==> config.mk <==
export PLATFORM = sky130hd
export DESIGN_NAME = perf_counter_profile_unit
export DESIGN_NICKNAME = d
export VERILOG_FILES = /design/src/logic/perf_profile_pkg.sv /design/src/logic/perf_event_counter.sv /design/src/logic/profile_sample_capture.sv /design/src/logic/perf_counter_profile_unit.sv
export SDC_FILE = /design/constraint.sdc
export NUM_CORES = 1
export LEC_CHECK = 0
export BUFFER_PORTS_ARGS = -buffer_cell sky130_fd_sc_hd__buf_2
export CAP_MARGIN = 10
export CORE_MARGIN = 5
export CORE_UTILIZATION = 54
export CTS_BUF_LIST = sky130_fd_sc_hd__clkbuf_8
export DETAILED_ROUTE_END_ITERATION = 16
export PLACE_DENSITY = 0.82
export SLEW_MARGIN = 20
export SYNTH_ARGS = -nofsm -noshare
export SYNTH_HDL_FRONTEND = slang
export SYNTH_SLANG_ARGS = --single-unit
export TNS_END_PERCENT = 100
==> constraint.sdc <==
create_clock -name clk -period 2.09 [get_ports clk]
set_input_delay 0.209 -clock clk [delete_from_list [all_inputs] [get_ports clk]]
set_output_delay 0.209 -clock clk [all_outputs]
set_load 0.05 [all_outputs]
==> src/logic/perf_profile_pkg.sv <==
// holds constants, types and the register map of the performance counter block
// assumes a 64-bit register port clocked by the core clock; nothing else
package perf_profile_pkg;

  // ==========================================================
  // register port geometry
  localparam int ADDR_W = 8; // byte address width
  localparam int DATA_W = 64; // argument and result word width

  // ==========================================================
  // register offsets, one 64-bit word each
  localparam logic [7:0] OFF_EVENT_SELECT = 8'h00; // mode and event pair
  localparam logic [7:0] OFF_COUNTERS = 8'h08; // read counters / write counters
  localparam logic [7:0] OFF_ENABLE_WRITE = 8'h10; // enable and write counters
  localparam logic [7:0] OFF_ENABLE = 8'h18; // set enables, read enables
  localparam logic [7:0] OFF_DISABLE = 8'h20; // clear enables
  localparam logic [7:0] OFF_PROFILE_STATUS = 8'h28; // profiled instruction status
  localparam logic [7:0] OFF_PROFILED_PC = 8'h30; // profiled pc register
  localparam logic [7:0] OFF_IRQ_STATUS = 8'h38; // sticky event bits, read only
  localparam logic [7:0] OFF_IRQ_CLEAR = 8'h40; // write ones to clear
  localparam logic [7:0] OFF_IRQ_ENABLE = 8'h48; // interrupt enables

  // ==========================================================
  // field positions
  localparam int SEL_MODE_BIT = 4; // 1 profiling, 0 aggregate
  localparam int SEL_PAIR_LO = 2; // event pair field, 2 bits
  localparam int PAIR_W = 2; // width of the event pair field
  localparam int CNT_W = 20; // counter width
  localparam int CNT0_LO = 28; // counter 0 field low bit
  localparam int CNT1_LO = 6; // counter 1 field low bit
  localparam int SEL_CNT0_BIT = 0; // counter 0 select
  localparam int SEL_CNT1_BIT = 1; // counter 1 select
  localparam int NUM_CNT = 2; // number of counters
  localparam int STAT_TRAP_BIT = 39; // profiled instruction trapped
  localparam int STAT_MISP_BIT = 40; // mispredict trap
  localparam int IRQ_W = 3; // number of interrupt events
  localparam int IRQ_WRAP0_BIT = 0; // counter 0 wrapped
  localparam int IRQ_WRAP1_BIT = 1; // counter 1 wrapped
  localparam int IRQ_SAMPLE_BIT = 2; // profile sample captured

  // ==========================================================
  // reset values
  localparam logic RST_MODE = 1'b0; // aggregate mode
  localparam logic [1:0] RST_PAIR = 2'h0; // retired / cycles
  localparam logic [1:0] RST_ENABLE = 2'h0; // counters stopped
  localparam logic [2:0] RST_IRQ = 3'h0; // no events, all masked

  // ==========================================================
  // event pair encodings
  localparam logic [1:0] PAIR_RET_CYC = 2'h0; // c0 retired, c1 cycles
  localparam logic [1:0] PAIR_CYC_ALT = 2'h1; // c0 cycles, c1 delayed retire or none
  localparam logic [1:0] PAIR_RET_BC = 2'h2; // c0 retired, c1 backup cache misses
  localparam logic [1:0] PAIR_CYC_NONE = 2'h3; // c0 cycles, c1 idle

  // what a counter counts
  typedef enum logic [2:0] {
    SRC_NONE,
    SRC_CYCLE,
    SRC_RETIRE,
    SRC_DELAY,
    SRC_BCACHE
  } count_source_t;

  // one-cycle event pulses from the core
  typedef struct packed {
    logic retire; // an instruction retired
    logic retire_delay; // retire pointer advance was delayed
    logic bcache_miss; // backup cache miss or long probe latency
  } core_events_t;

  // report of one profiled instruction
  typedef struct packed {
    logic valid; // report present this cycle
    logic trap; // instruction trapped
    logic mispredict; // trap was a mispredict
    logic jump_class; // jump, subroutine, return or coroutine form
    logic [DATA_W-1:0] pc; // pc of the instruction
  } profile_report_t;

endpackage : perf_profile_pkg

==> src/logic/perf_event_counter.sv <==
// holds one loadable event counter with a wrap pulse
// assumes tick and load come from logic on the same clock
`timescale 1ns/1ps

module perf_event_counter #(
  parameter int WIDTH = perf_profile_pkg::CNT_W
) (
  input wire logic clk,
  input wire logic resetn,
  input wire logic enable, // counting allowed
  input wire logic tick, // one event this cycle
  input wire logic load, // load takes priority over tick
  input wire logic [WIDTH-1:0] load_value,
  output logic [WIDTH-1:0] value,
  output logic wrap // one cycle after rolling over
);

  logic [WIDTH-1:0] next_value; // counter next value
  logic next_wrap; // roll-over next value

  // ==========================================================
  // next value: load, else count when enabled
  always_comb
  begin
    next_value = value;
    next_wrap = 1'b0;
    if (load)
    begin
      next_value = load_value;
    end
    else if (enable && tick)
    begin
      next_value = value + WIDTH'(1);
      next_wrap = &value;
    end
  end

  // registers only
  always_ff @(posedge clk or negedge resetn)
  begin
    if (!resetn)
    begin
      value <= '0;
      wrap <= 1'b0;
    end
    else
    begin
      value <= next_value;
      wrap <= next_wrap;
    end
  end

endmodule : perf_event_counter

==> src/logic/profile_sample_capture.sv <==
// holds the status word and pc of the last profiled instruction
// assumes reports come from the core on the same clock
`timescale 1ns/1ps

module profile_sample_capture (
  input wire logic clk,
  input wire logic resetn,
  input wire logic armed, // profiling mode selected
  input perf_profile_pkg::profile_report_t report,
  output logic [perf_profile_pkg::DATA_W-1:0] status_word,
  output logic [perf_profile_pkg::DATA_W-1:0] pc_word,
  output logic captured // one cycle after a capture
);

  logic [perf_profile_pkg::DATA_W-1:0] next_status_word; // status next value
  logic [perf_profile_pkg::DATA_W-1:0] next_pc_word; // pc next value
  logic next_captured; // capture pulse next value

  // ==========================================================
  // build the status word; reserved bits stay zero
  always_comb
  begin
    next_status_word = status_word;
    next_pc_word = pc_word;
    next_captured = 1'b0;
    if (armed && report.valid)
    begin
      next_status_word = '0;
      next_status_word[perf_profile_pkg::STAT_TRAP_BIT] = report.trap;
      // jump class mispredicts show only through the trap bit and the pc
      next_status_word[perf_profile_pkg::STAT_MISP_BIT] =
        report.trap && report.mispredict && !report.jump_class;
      next_pc_word = report.pc;
      next_captured = 1'b1;
    end
  end

  // registers only
  always_ff @(posedge clk or negedge resetn)
  begin
    if (!resetn)
    begin
      status_word <= '0;
      pc_word <= '0;
      captured <= 1'b0;
    end
    else
    begin
      status_word <= next_status_word;
      pc_word <= next_pc_word;
      captured <= next_captured;
    end
  end

endmodule : profile_sample_capture

==> src/logic/perf_counter_profile_unit.sv <==
// holds the top of the performance counter and profiling block
// assumes a register master on clk that never asserts both strobes at once,
// and core event pulses already on clk
//
// The register offsets and the address-and-strobe port were left to the implementer.
`timescale 1ns/1ps

// What this block does
// - bit 4 picks profiling or aggregate mode
// - profiling mode pairs set by bits 3-2
// - aggregate mode pairs set by bits 3-2
// - counter read places counter 0, counter 1
// - counter write loads only selected counters
// - enable-and-write enables and loads selected counters
// - status bit 39 marks a trapping instruction
// - status bit 40 marks mispredict trap
// - jump class mispredicts never set bit 40
// - error traps may hit any instruction
// - per-counter enable bit stops counting when clear
module perf_counter_profile_unit (
  input wire logic clk,
  input wire logic resetn,
  input wire logic [perf_profile_pkg::ADDR_W-1:0] reg_addr,
  input wire logic [perf_profile_pkg::DATA_W-1:0] reg_wdata,
  input wire logic reg_write,
  input wire logic reg_read,
  output logic [perf_profile_pkg::DATA_W-1:0] reg_rdata,
  input perf_profile_pkg::core_events_t core_events,
  input perf_profile_pkg::profile_report_t profile_report,
  output logic profiling_mode,
  output logic irq
);

  // ==========================================================
  // control state
  // written by software over the port; the sticky bits are also set by events
  logic [perf_profile_pkg::PAIR_W-1:0] event_pair; // selected event pair
  logic [perf_profile_pkg::NUM_CNT-1:0] counter_enable; // per counter enable
  logic [perf_profile_pkg::IRQ_W-1:0] irq_status; // sticky events
  logic [perf_profile_pkg::IRQ_W-1:0] irq_enable; // event mask
  logic next_profiling_mode; // mode next value
  logic [perf_profile_pkg::PAIR_W-1:0] next_event_pair; // pair next value
  logic [perf_profile_pkg::NUM_CNT-1:0] next_counter_enable; // enable next value
  logic [perf_profile_pkg::IRQ_W-1:0] next_irq_status; // status next value
  logic [perf_profile_pkg::IRQ_W-1:0] next_irq_enable; // mask next value
  logic [perf_profile_pkg::DATA_W-1:0] next_reg_rdata; // read data next value

  // ==========================================================
  // decoded accesses
  // one strobe raises at most one of these;
  // read-only or unmapped writes raise none
  logic wr_select; // event selection write
  logic wr_counters; // counter write
  logic wr_enable_write; // enable and write
  logic wr_enable; // enable set
  logic wr_disable; // enable clear
  logic wr_irq_clear; // sticky clear
  logic wr_irq_enable; // mask write
  logic [perf_profile_pkg::NUM_CNT-1:0] arg_select; // counter select bits

  // ==========================================================
  // counter side
  // arrays indexed by counter number
  perf_profile_pkg::count_source_t source [perf_profile_pkg::NUM_CNT]; // what each counts
  logic [perf_profile_pkg::NUM_CNT-1:0] tick; // per counter event
  logic [perf_profile_pkg::NUM_CNT-1:0] load; // per counter load
  logic [perf_profile_pkg::NUM_CNT-1:0] wrap; // per counter roll-over
  logic [perf_profile_pkg::CNT_W-1:0] load_value [perf_profile_pkg::NUM_CNT]; // load fields
  logic [perf_profile_pkg::CNT_W-1:0] count_value [perf_profile_pkg::NUM_CNT]; // live counts

  // ==========================================================
  // profiling capture side
  // last report, held until the next one
  logic [perf_profile_pkg::DATA_W-1:0] status_word; // last status word
  logic [perf_profile_pkg::DATA_W-1:0] pc_word; // last profiled pc
  logic captured; // capture pulse
  logic [perf_profile_pkg::IRQ_W-1:0] irq_events; // events this cycle

  // ==========================================================
  // write decode; reads need no decode beyond the mux
  // select bits come from every write word;
  // only load and enable strobes use them
  always_comb
  begin
    wr_select = reg_write && (reg_addr == perf_profile_pkg::OFF_EVENT_SELECT);
    wr_counters = reg_write && (reg_addr == perf_profile_pkg::OFF_COUNTERS);
    wr_enable_write = reg_write && (reg_addr == perf_profile_pkg::OFF_ENABLE_WRITE);
    wr_enable = reg_write && (reg_addr == perf_profile_pkg::OFF_ENABLE);
    wr_disable = reg_write && (reg_addr == perf_profile_pkg::OFF_DISABLE);
    wr_irq_clear = reg_write && (reg_addr == perf_profile_pkg::OFF_IRQ_CLEAR);
    wr_irq_enable = reg_write && (reg_addr == perf_profile_pkg::OFF_IRQ_ENABLE);
    arg_select[0] = reg_wdata[perf_profile_pkg::SEL_CNT0_BIT];
    arg_select[1] = reg_wdata[perf_profile_pkg::SEL_CNT1_BIT];
  end

  // ==========================================================
  // event pair to counter sources
  // both modes agree except on pair 01;
  // an undefined counter holds its value
  // so software never sees a drifting count
  always_comb
  begin
    source[0] = perf_profile_pkg::SRC_NONE;
    source[1] = perf_profile_pkg::SRC_NONE;
    unique case (event_pair)
      perf_profile_pkg::PAIR_RET_CYC:
      begin
        source[0] = perf_profile_pkg::SRC_RETIRE;
        source[1] = perf_profile_pkg::SRC_CYCLE;
      end
      perf_profile_pkg::PAIR_CYC_ALT:
      begin
        source[0] = perf_profile_pkg::SRC_CYCLE;
        // aggregate mode leaves counter 1 undefined: it holds still
        source[1] = profiling_mode ? perf_profile_pkg::SRC_DELAY
                                   : perf_profile_pkg::SRC_NONE;
      end
      perf_profile_pkg::PAIR_RET_BC:
      begin
        source[0] = perf_profile_pkg::SRC_RETIRE;
        source[1] = perf_profile_pkg::SRC_BCACHE;
      end
      perf_profile_pkg::PAIR_CYC_NONE:
      begin
        source[0] = perf_profile_pkg::SRC_CYCLE;
        source[1] = perf_profile_pkg::SRC_NONE;
      end
    endcase
  end

  // ==========================================================
  // one counter per channel with its source, load and field
  generate
    for (genvar i = 0; i < perf_profile_pkg::NUM_CNT; i++)
    begin : g_counter
      // low bit of this counter's field
      localparam int LO = (i == 0) ? perf_profile_pkg::CNT0_LO : perf_profile_pkg::CNT1_LO;

      // source to tick
      // a cycle source ticks on every edge
      always_comb
      begin
        unique case (source[i])
          perf_profile_pkg::SRC_CYCLE: tick[i] = 1'b1;
          perf_profile_pkg::SRC_RETIRE: tick[i] = core_events.retire;
          perf_profile_pkg::SRC_DELAY: tick[i] = core_events.retire_delay;
          perf_profile_pkg::SRC_BCACHE: tick[i] = core_events.bcache_miss;
          default: tick[i] = 1'b0;
        endcase
      end

      // only the selected counters load; other argument bits are ignored
      // a load while disabled still lands;
      // counting waits for the enable
      assign load[i] = (wr_counters || wr_enable_write) && arg_select[i];
      assign load_value[i] = reg_wdata[LO +: perf_profile_pkg::CNT_W];

      perf_event_counter #(
        .WIDTH(perf_profile_pkg::CNT_W)
      ) u_counter (
        .clk(clk),
        .resetn(resetn),
        .enable(counter_enable[i]),
        .tick(tick[i]),
        .load(load[i]),
        .load_value(load_value[i]),
        .value(count_value[i]),
        .wrap(wrap[i])
      );
    end
  endgenerate

  // ==========================================================
  // profiled instruction capture, armed only in profiling mode
  // aggregate-mode reports are dropped, so
  // the last profiling sample stays readable
  profile_sample_capture u_capture (
    .clk(clk),
    .resetn(resetn),
    .armed(profiling_mode),
    .report(profile_report),
    .status_word(status_word),
    .pc_word(pc_word),
    .captured(captured)
  );

  // ==========================================================
  // interrupt events
  // each is a one-cycle flop pulse, so a
  // sticky bit sees every event exactly once
  always_comb
  begin
    irq_events = '0;
    irq_events[perf_profile_pkg::IRQ_WRAP0_BIT] = wrap[0];
    irq_events[perf_profile_pkg::IRQ_WRAP1_BIT] = wrap[1];
    irq_events[perf_profile_pkg::IRQ_SAMPLE_BIT] = captured;
  end

  // level interrupt while an enabled sticky bit is set
  // drops only on a clear or a mask write
  assign irq = |(irq_status & irq_enable);

  // ==========================================================
  // control next values
  // set and clear of an enable sit at two
  // offsets, so they never meet in a cycle
  always_comb
  begin
    next_profiling_mode = profiling_mode;
    next_event_pair = event_pair;
    next_counter_enable = counter_enable;
    next_irq_enable = irq_enable;
    if (wr_select)
    begin
      next_profiling_mode = reg_wdata[perf_profile_pkg::SEL_MODE_BIT];
      next_event_pair = reg_wdata[perf_profile_pkg::SEL_PAIR_LO +: perf_profile_pkg::PAIR_W];
    end
    if (wr_enable || wr_enable_write)
    begin
      next_counter_enable = counter_enable | arg_select;
    end
    else if (wr_disable)
    begin
      next_counter_enable = counter_enable & ~arg_select;
    end
    if (wr_irq_enable)
    begin
      next_irq_enable = reg_wdata[perf_profile_pkg::IRQ_W-1:0];
    end
    // a new event wins over a clear in the same cycle
    next_irq_status = irq_status;
    if (wr_irq_clear)
    begin
      next_irq_status = irq_status & ~reg_wdata[perf_profile_pkg::IRQ_W-1:0];
    end
    next_irq_status = next_irq_status | irq_events;
  end

  // ==========================================================
  // read data, one cycle after the strobe and zero otherwise
  // the master samples only that cycle, so
  // the bus rests at zero in all others
  always_comb
  begin
    next_reg_rdata = '0;
    if (reg_read)
    begin
      unique case (reg_addr)
        perf_profile_pkg::OFF_EVENT_SELECT:
        begin
          next_reg_rdata[perf_profile_pkg::SEL_MODE_BIT] = profiling_mode;
          next_reg_rdata[perf_profile_pkg::SEL_PAIR_LO +: perf_profile_pkg::PAIR_W] = event_pair;
        end
        perf_profile_pkg::OFF_COUNTERS:
        begin
          next_reg_rdata[perf_profile_pkg::CNT0_LO +: perf_profile_pkg::CNT_W] = count_value[0];
          next_reg_rdata[perf_profile_pkg::CNT1_LO +: perf_profile_pkg::CNT_W] = count_value[1];
        end
        perf_profile_pkg::OFF_ENABLE:
        begin
          next_reg_rdata[perf_profile_pkg::SEL_CNT0_BIT] = counter_enable[0];
          next_reg_rdata[perf_profile_pkg::SEL_CNT1_BIT] = counter_enable[1];
        end
        perf_profile_pkg::OFF_PROFILE_STATUS: next_reg_rdata = status_word;
        perf_profile_pkg::OFF_PROFILED_PC: next_reg_rdata = pc_word;
        perf_profile_pkg::OFF_IRQ_STATUS: next_reg_rdata[perf_profile_pkg::IRQ_W-1:0] = irq_status;
        perf_profile_pkg::OFF_IRQ_ENABLE: next_reg_rdata[perf_profile_pkg::IRQ_W-1:0] = irq_enable;
        // write-only and unmapped offsets read zero
        default: next_reg_rdata = '0;
      endcase
    end
  end

  // ==========================================================
  // registers only
  // control state clears here; counters and
  // the capture block reset in their modules
  always_ff @(posedge clk or negedge resetn)
  begin
    if (!resetn)
    begin
      profiling_mode <= perf_profile_pkg::RST_MODE;
      event_pair <= perf_profile_pkg::RST_PAIR;
      counter_enable <= perf_profile_pkg::RST_ENABLE;
      irq_status <= perf_profile_pkg::RST_IRQ;
      irq_enable <= perf_profile_pkg::RST_IRQ;
      reg_rdata <= '0;
    end
    else
    begin
      profiling_mode <= next_profiling_mode;
      event_pair <= next_event_pair;
      counter_enable <= next_counter_enable;
      irq_status <= next_irq_status;
      irq_enable <= next_irq_enable;
      reg_rdata <= next_reg_rdata;
    end
  end

endmodule : perf_counter_profile_unit

==> summary.txt <==
Global routing
  – Tot GR Track Use: 0.264
  – Grt ovf: 0
  – First-pass GRT wire length: approximately 34000 µm
  – Vias in the first global route: 6692
  – Met3 Use GR: 0.0589
  – GRT Max-Usage Layer: met2
  – GRT met1 Usage: 0.312
  – Largest net degree at the start of global routing: 60
  – Initial antenna violation count: 0
  – Met2 Resource Use GR: 0.470

Timing
  – Clock Skews: between 0.01 and 0.015 ns
  – FMAX: between 400 and 500 MHz
  – Final period util: 0.972
  – Final hold violations: 0
  – Unrepaired setup endpoints after global routing: no
  – Setup violators final: 0
  – Worst-margin pin slew: approximately 0.49 ns
  – Setup TNS: 0 ns
  – Worst hold slack: roughly 0.017 ns
  – Tmin final: between 2 and 2.5 ns
  – PnR worst setup slack: about 0.058 ns
  – Rel. slew slack: 0.673
  – Max-slew violation count: 0

Clock tree
  – Root Buffer: clkbuf_8
  – Clock transition at path regs: approximately 0.090 ns
  – CTS Buf Count: 17
  – Worst-Skew Late Latency: 0.47 ns
  – H-tree level count: 4
  – Sink Count: 184
  – TritonCTS clock tree: built
  – Post-CTS setup buffers: 0
  – CTS max path bufs: 2
  – Post-CTS resize count: 0

Synthesis
  – Asr flop ratio synth: 1.00
  – Mapped Avg Cell Area: approximately 12 µm²
  – Yosys top cell by area: dfrtp_1
  – Yosys warns: 0
  – Register area share after synthesis: 0.587
  – Share of the synthesized area in the top cell type: 0.587
  – Post-Syn Nets: around 800
  – Post-synthesis register bit count: 184
  – Ys flop type: dfrtp_1
  – Synthesized instance count: roughly 660
  – EDFF count, synth: 0
  – Synth cell types: approximately 50
  – Largest cells by area after synthesis: dfrtp_1, mux2_2, xnor2_1
  – Mapped cell area: just under 0.008 mm²

Route
  – Post-DRT Antenna Nets: 0
  – DRT Pass-1 Iters: 4
  – Via-to-Cell Ratio: ~5.5
  – DRC violations left: 0
  – Final wirelength: 21900 µm
  – Initial drt markers: just over 300
  – Routed len/inst: 18.9 µm
  – Via count: between 6k and 7k

Finish
  – Most frequent cells in the layout: buf_2, dfrtp_1, dlygate4sd3_1
  – Layout cells sized above 1: 0.336
  – ANT cells: 0
  – Fillers: a little over 900
  – Fin area: 0.0106 mm²
  – P&R area growth vs syn: 35.6%
  – Post-route core utilization: 0.740
  – Most common cell after layout, fill and taps aside: buf_2
  – NumNets Final: between 1k and 1.5k

Place
  – HPWL after detailed placement: about 13000 µm
  – DP Worst Slack: between 0.15 and 0.2 ns
  – Placed cell area: approximately 0.0091 mm²
  – GP Congestion: roughly 0.87
  – Port Buffers: about 190

Critical path
  – CP max stage delay: 0.58 ns
  – Reg2Reg Setup Slack: between 0.05 and 0.06 ns
  – Cell count of the worst reg-to-reg path: 5
  – CP Cell Sequence: and2_4 -> buf_12 -> nand3_1 -> o22ai_1 -> dlygate4sd3_1
  – Reg-to-Reg End: u_capture.status_word[40]
  – Critical path arrival: 2.43 ns
  – Worst r2r src: profiling_mode
  – Worst Path Required: ~2.5 ns
  – Worst-path fanout max: 21
  – Critical path capture point type: flop
  – Critical path class: flop to flop
  – Setup crit start kind: flop
  – Slowest cell on crit path: dlygate4sd3_1

Floorplanning
  – Die width: about 130 µm
  – Placeable Area: around 0.014 mm²
  – Die Area: between 0.015 and 0.02 mm²
  – Num rows: 44
  – Io pins: about 210
  – Die Ht: 130 µm
  – Starting density of the core: 0.546

Min path
  – WHS Endpoint: irq_enable[2]
  – Min-Delay Path Depth: 2
  – Worst Hold Launch: reg_wdata[2]
  – Hold WC Path Type: input pin to flop

Pwr
  – VDD IR max: 547 µV
  – Pwr dens: ~750 mW/mm²
  – Pleak: 5.13 nW

Flow run
  – Max Cap Viol: 0

Outcome
  – Outcome: complete, no violations
[flip-flops by register name (all words and copies together), names as in the netlist, named ones only]
| register | cells |
|---|---|
| u_capture.captured | 1 |
| profiling_mode | 1 |
| g_counter.u_counter.wrap | 2 |
| u_capture.status_word | 2 |
| u_capture.pc_word | 64 |
| irq_enable | 3 |
| irq_status | 3 |
| g_counter.u_counter.value | 40 |
| event_pair | 2 |
| reg_rdata | 64 |
[report_power, final]
part | leakage [nW] | switching [mW] | total (mW) | internal [mW]
Sequential | 2.47 | 0.361 | 4.40 | 4.04
Clock | 0.206 | 1.25 | 2.45 | 1.20
Combinational | 2.45 | 0.460 | 1.16 | 0.696
Total | 5.13 | 2.07 | 8.00 | 5.94
[repair_timing]
action / 4_1_cts / 5_1_grt
hold buffers: 110 / 0
endpoints found under the hold margin: 155 / 0
setup endpoints to repair: 0 / 1
[area by class of cell]
class                   instances  area, µm²  share of cell area
inverters                      10       37.5             0.00353
flip-flops and latches        184       4600               0.433
multi-input cells             427       3050               0.287
repair buffers                324       2310               0.217
well taps                     184        230              0.0217
clock inverters                13        155              0.0146
clock buffers                  18        248              0.0233
[cell families after synthesis]
family                   after synthesis  synth area share
AO/OA/AOI/OAI                        102            0.0873
XOR/XNOR                              39            0.0436
adder cells (fa/ha/maj)                2           0.00319
buffers and inverters                 45            0.0257
flip-flops                           184             0.587
multiplexers                          79             0.113
AND/OR/NAND/NOR                      204             0.140
[through the flow]
| step | power [mW] | cells |
|---|---|---|
| CTS | 8.00 | 1159 |
| floorplan | 4.98 | 655 |
| global placement | 5.35 | 1018 |
| detailed placement | 5.41 | 1018 |
| global route | 8.35 | 1160 |
| finish | 8.00 | 1160 |
[synth_stat cells, types with 12 or more instances]
cell type	number
dfrtp_1	184
mux2_2	72
nand2_1	45
nor2_1	45
a21oi_1	31
xnor2_1	31
and2_1	25
nor2b_1	22
a22oi_1	21
a22o_1	20
nor3_1	17
o21ai_1	16
buf_2	14
clkbuf_1	12
[routing by layer]
layer / part of all wire / vias up
met5: 0 / -
met4: 0.027 / 0
met3: 0.075 / 47
met2: 0.53 / 267
met1: 0.37 / 3132
li1: - / 2912
[critical path, delay by kind of cell, from the launching register on]
kind,cells,cell delay [ns]
AO/OA/AOI/OAI,1,0.18
AND/OR/NAND/NOR,2,0.47
flip-flops,1,0.50
buffers and inverters,2,0.80
[worst max path at each step]
stage / startpoint / to / slack [ns] / cells after the start
2_1_floorplan: profiling_mode / u_capture.pc_word[36] / 0.03 / 5
4_1_cts: profiling_mode / u_capture.status_word[40] / 0.13 / 5
3_3_place_gp: reg_addr[1] / g_counter[1].u_counter.value[10] / 0.21 / 7
5_1_grt: profiling_mode / u_capture.status_word[40] / 0.006 / 5
3_5_place_dp: reg_addr[1] / g_counter[1].u_counter.value[8] / 0.17 / 7
6_report: profiling_mode / u_capture.status_word[40] / 0.06 / 5
(Power assumes the default switching activity.)
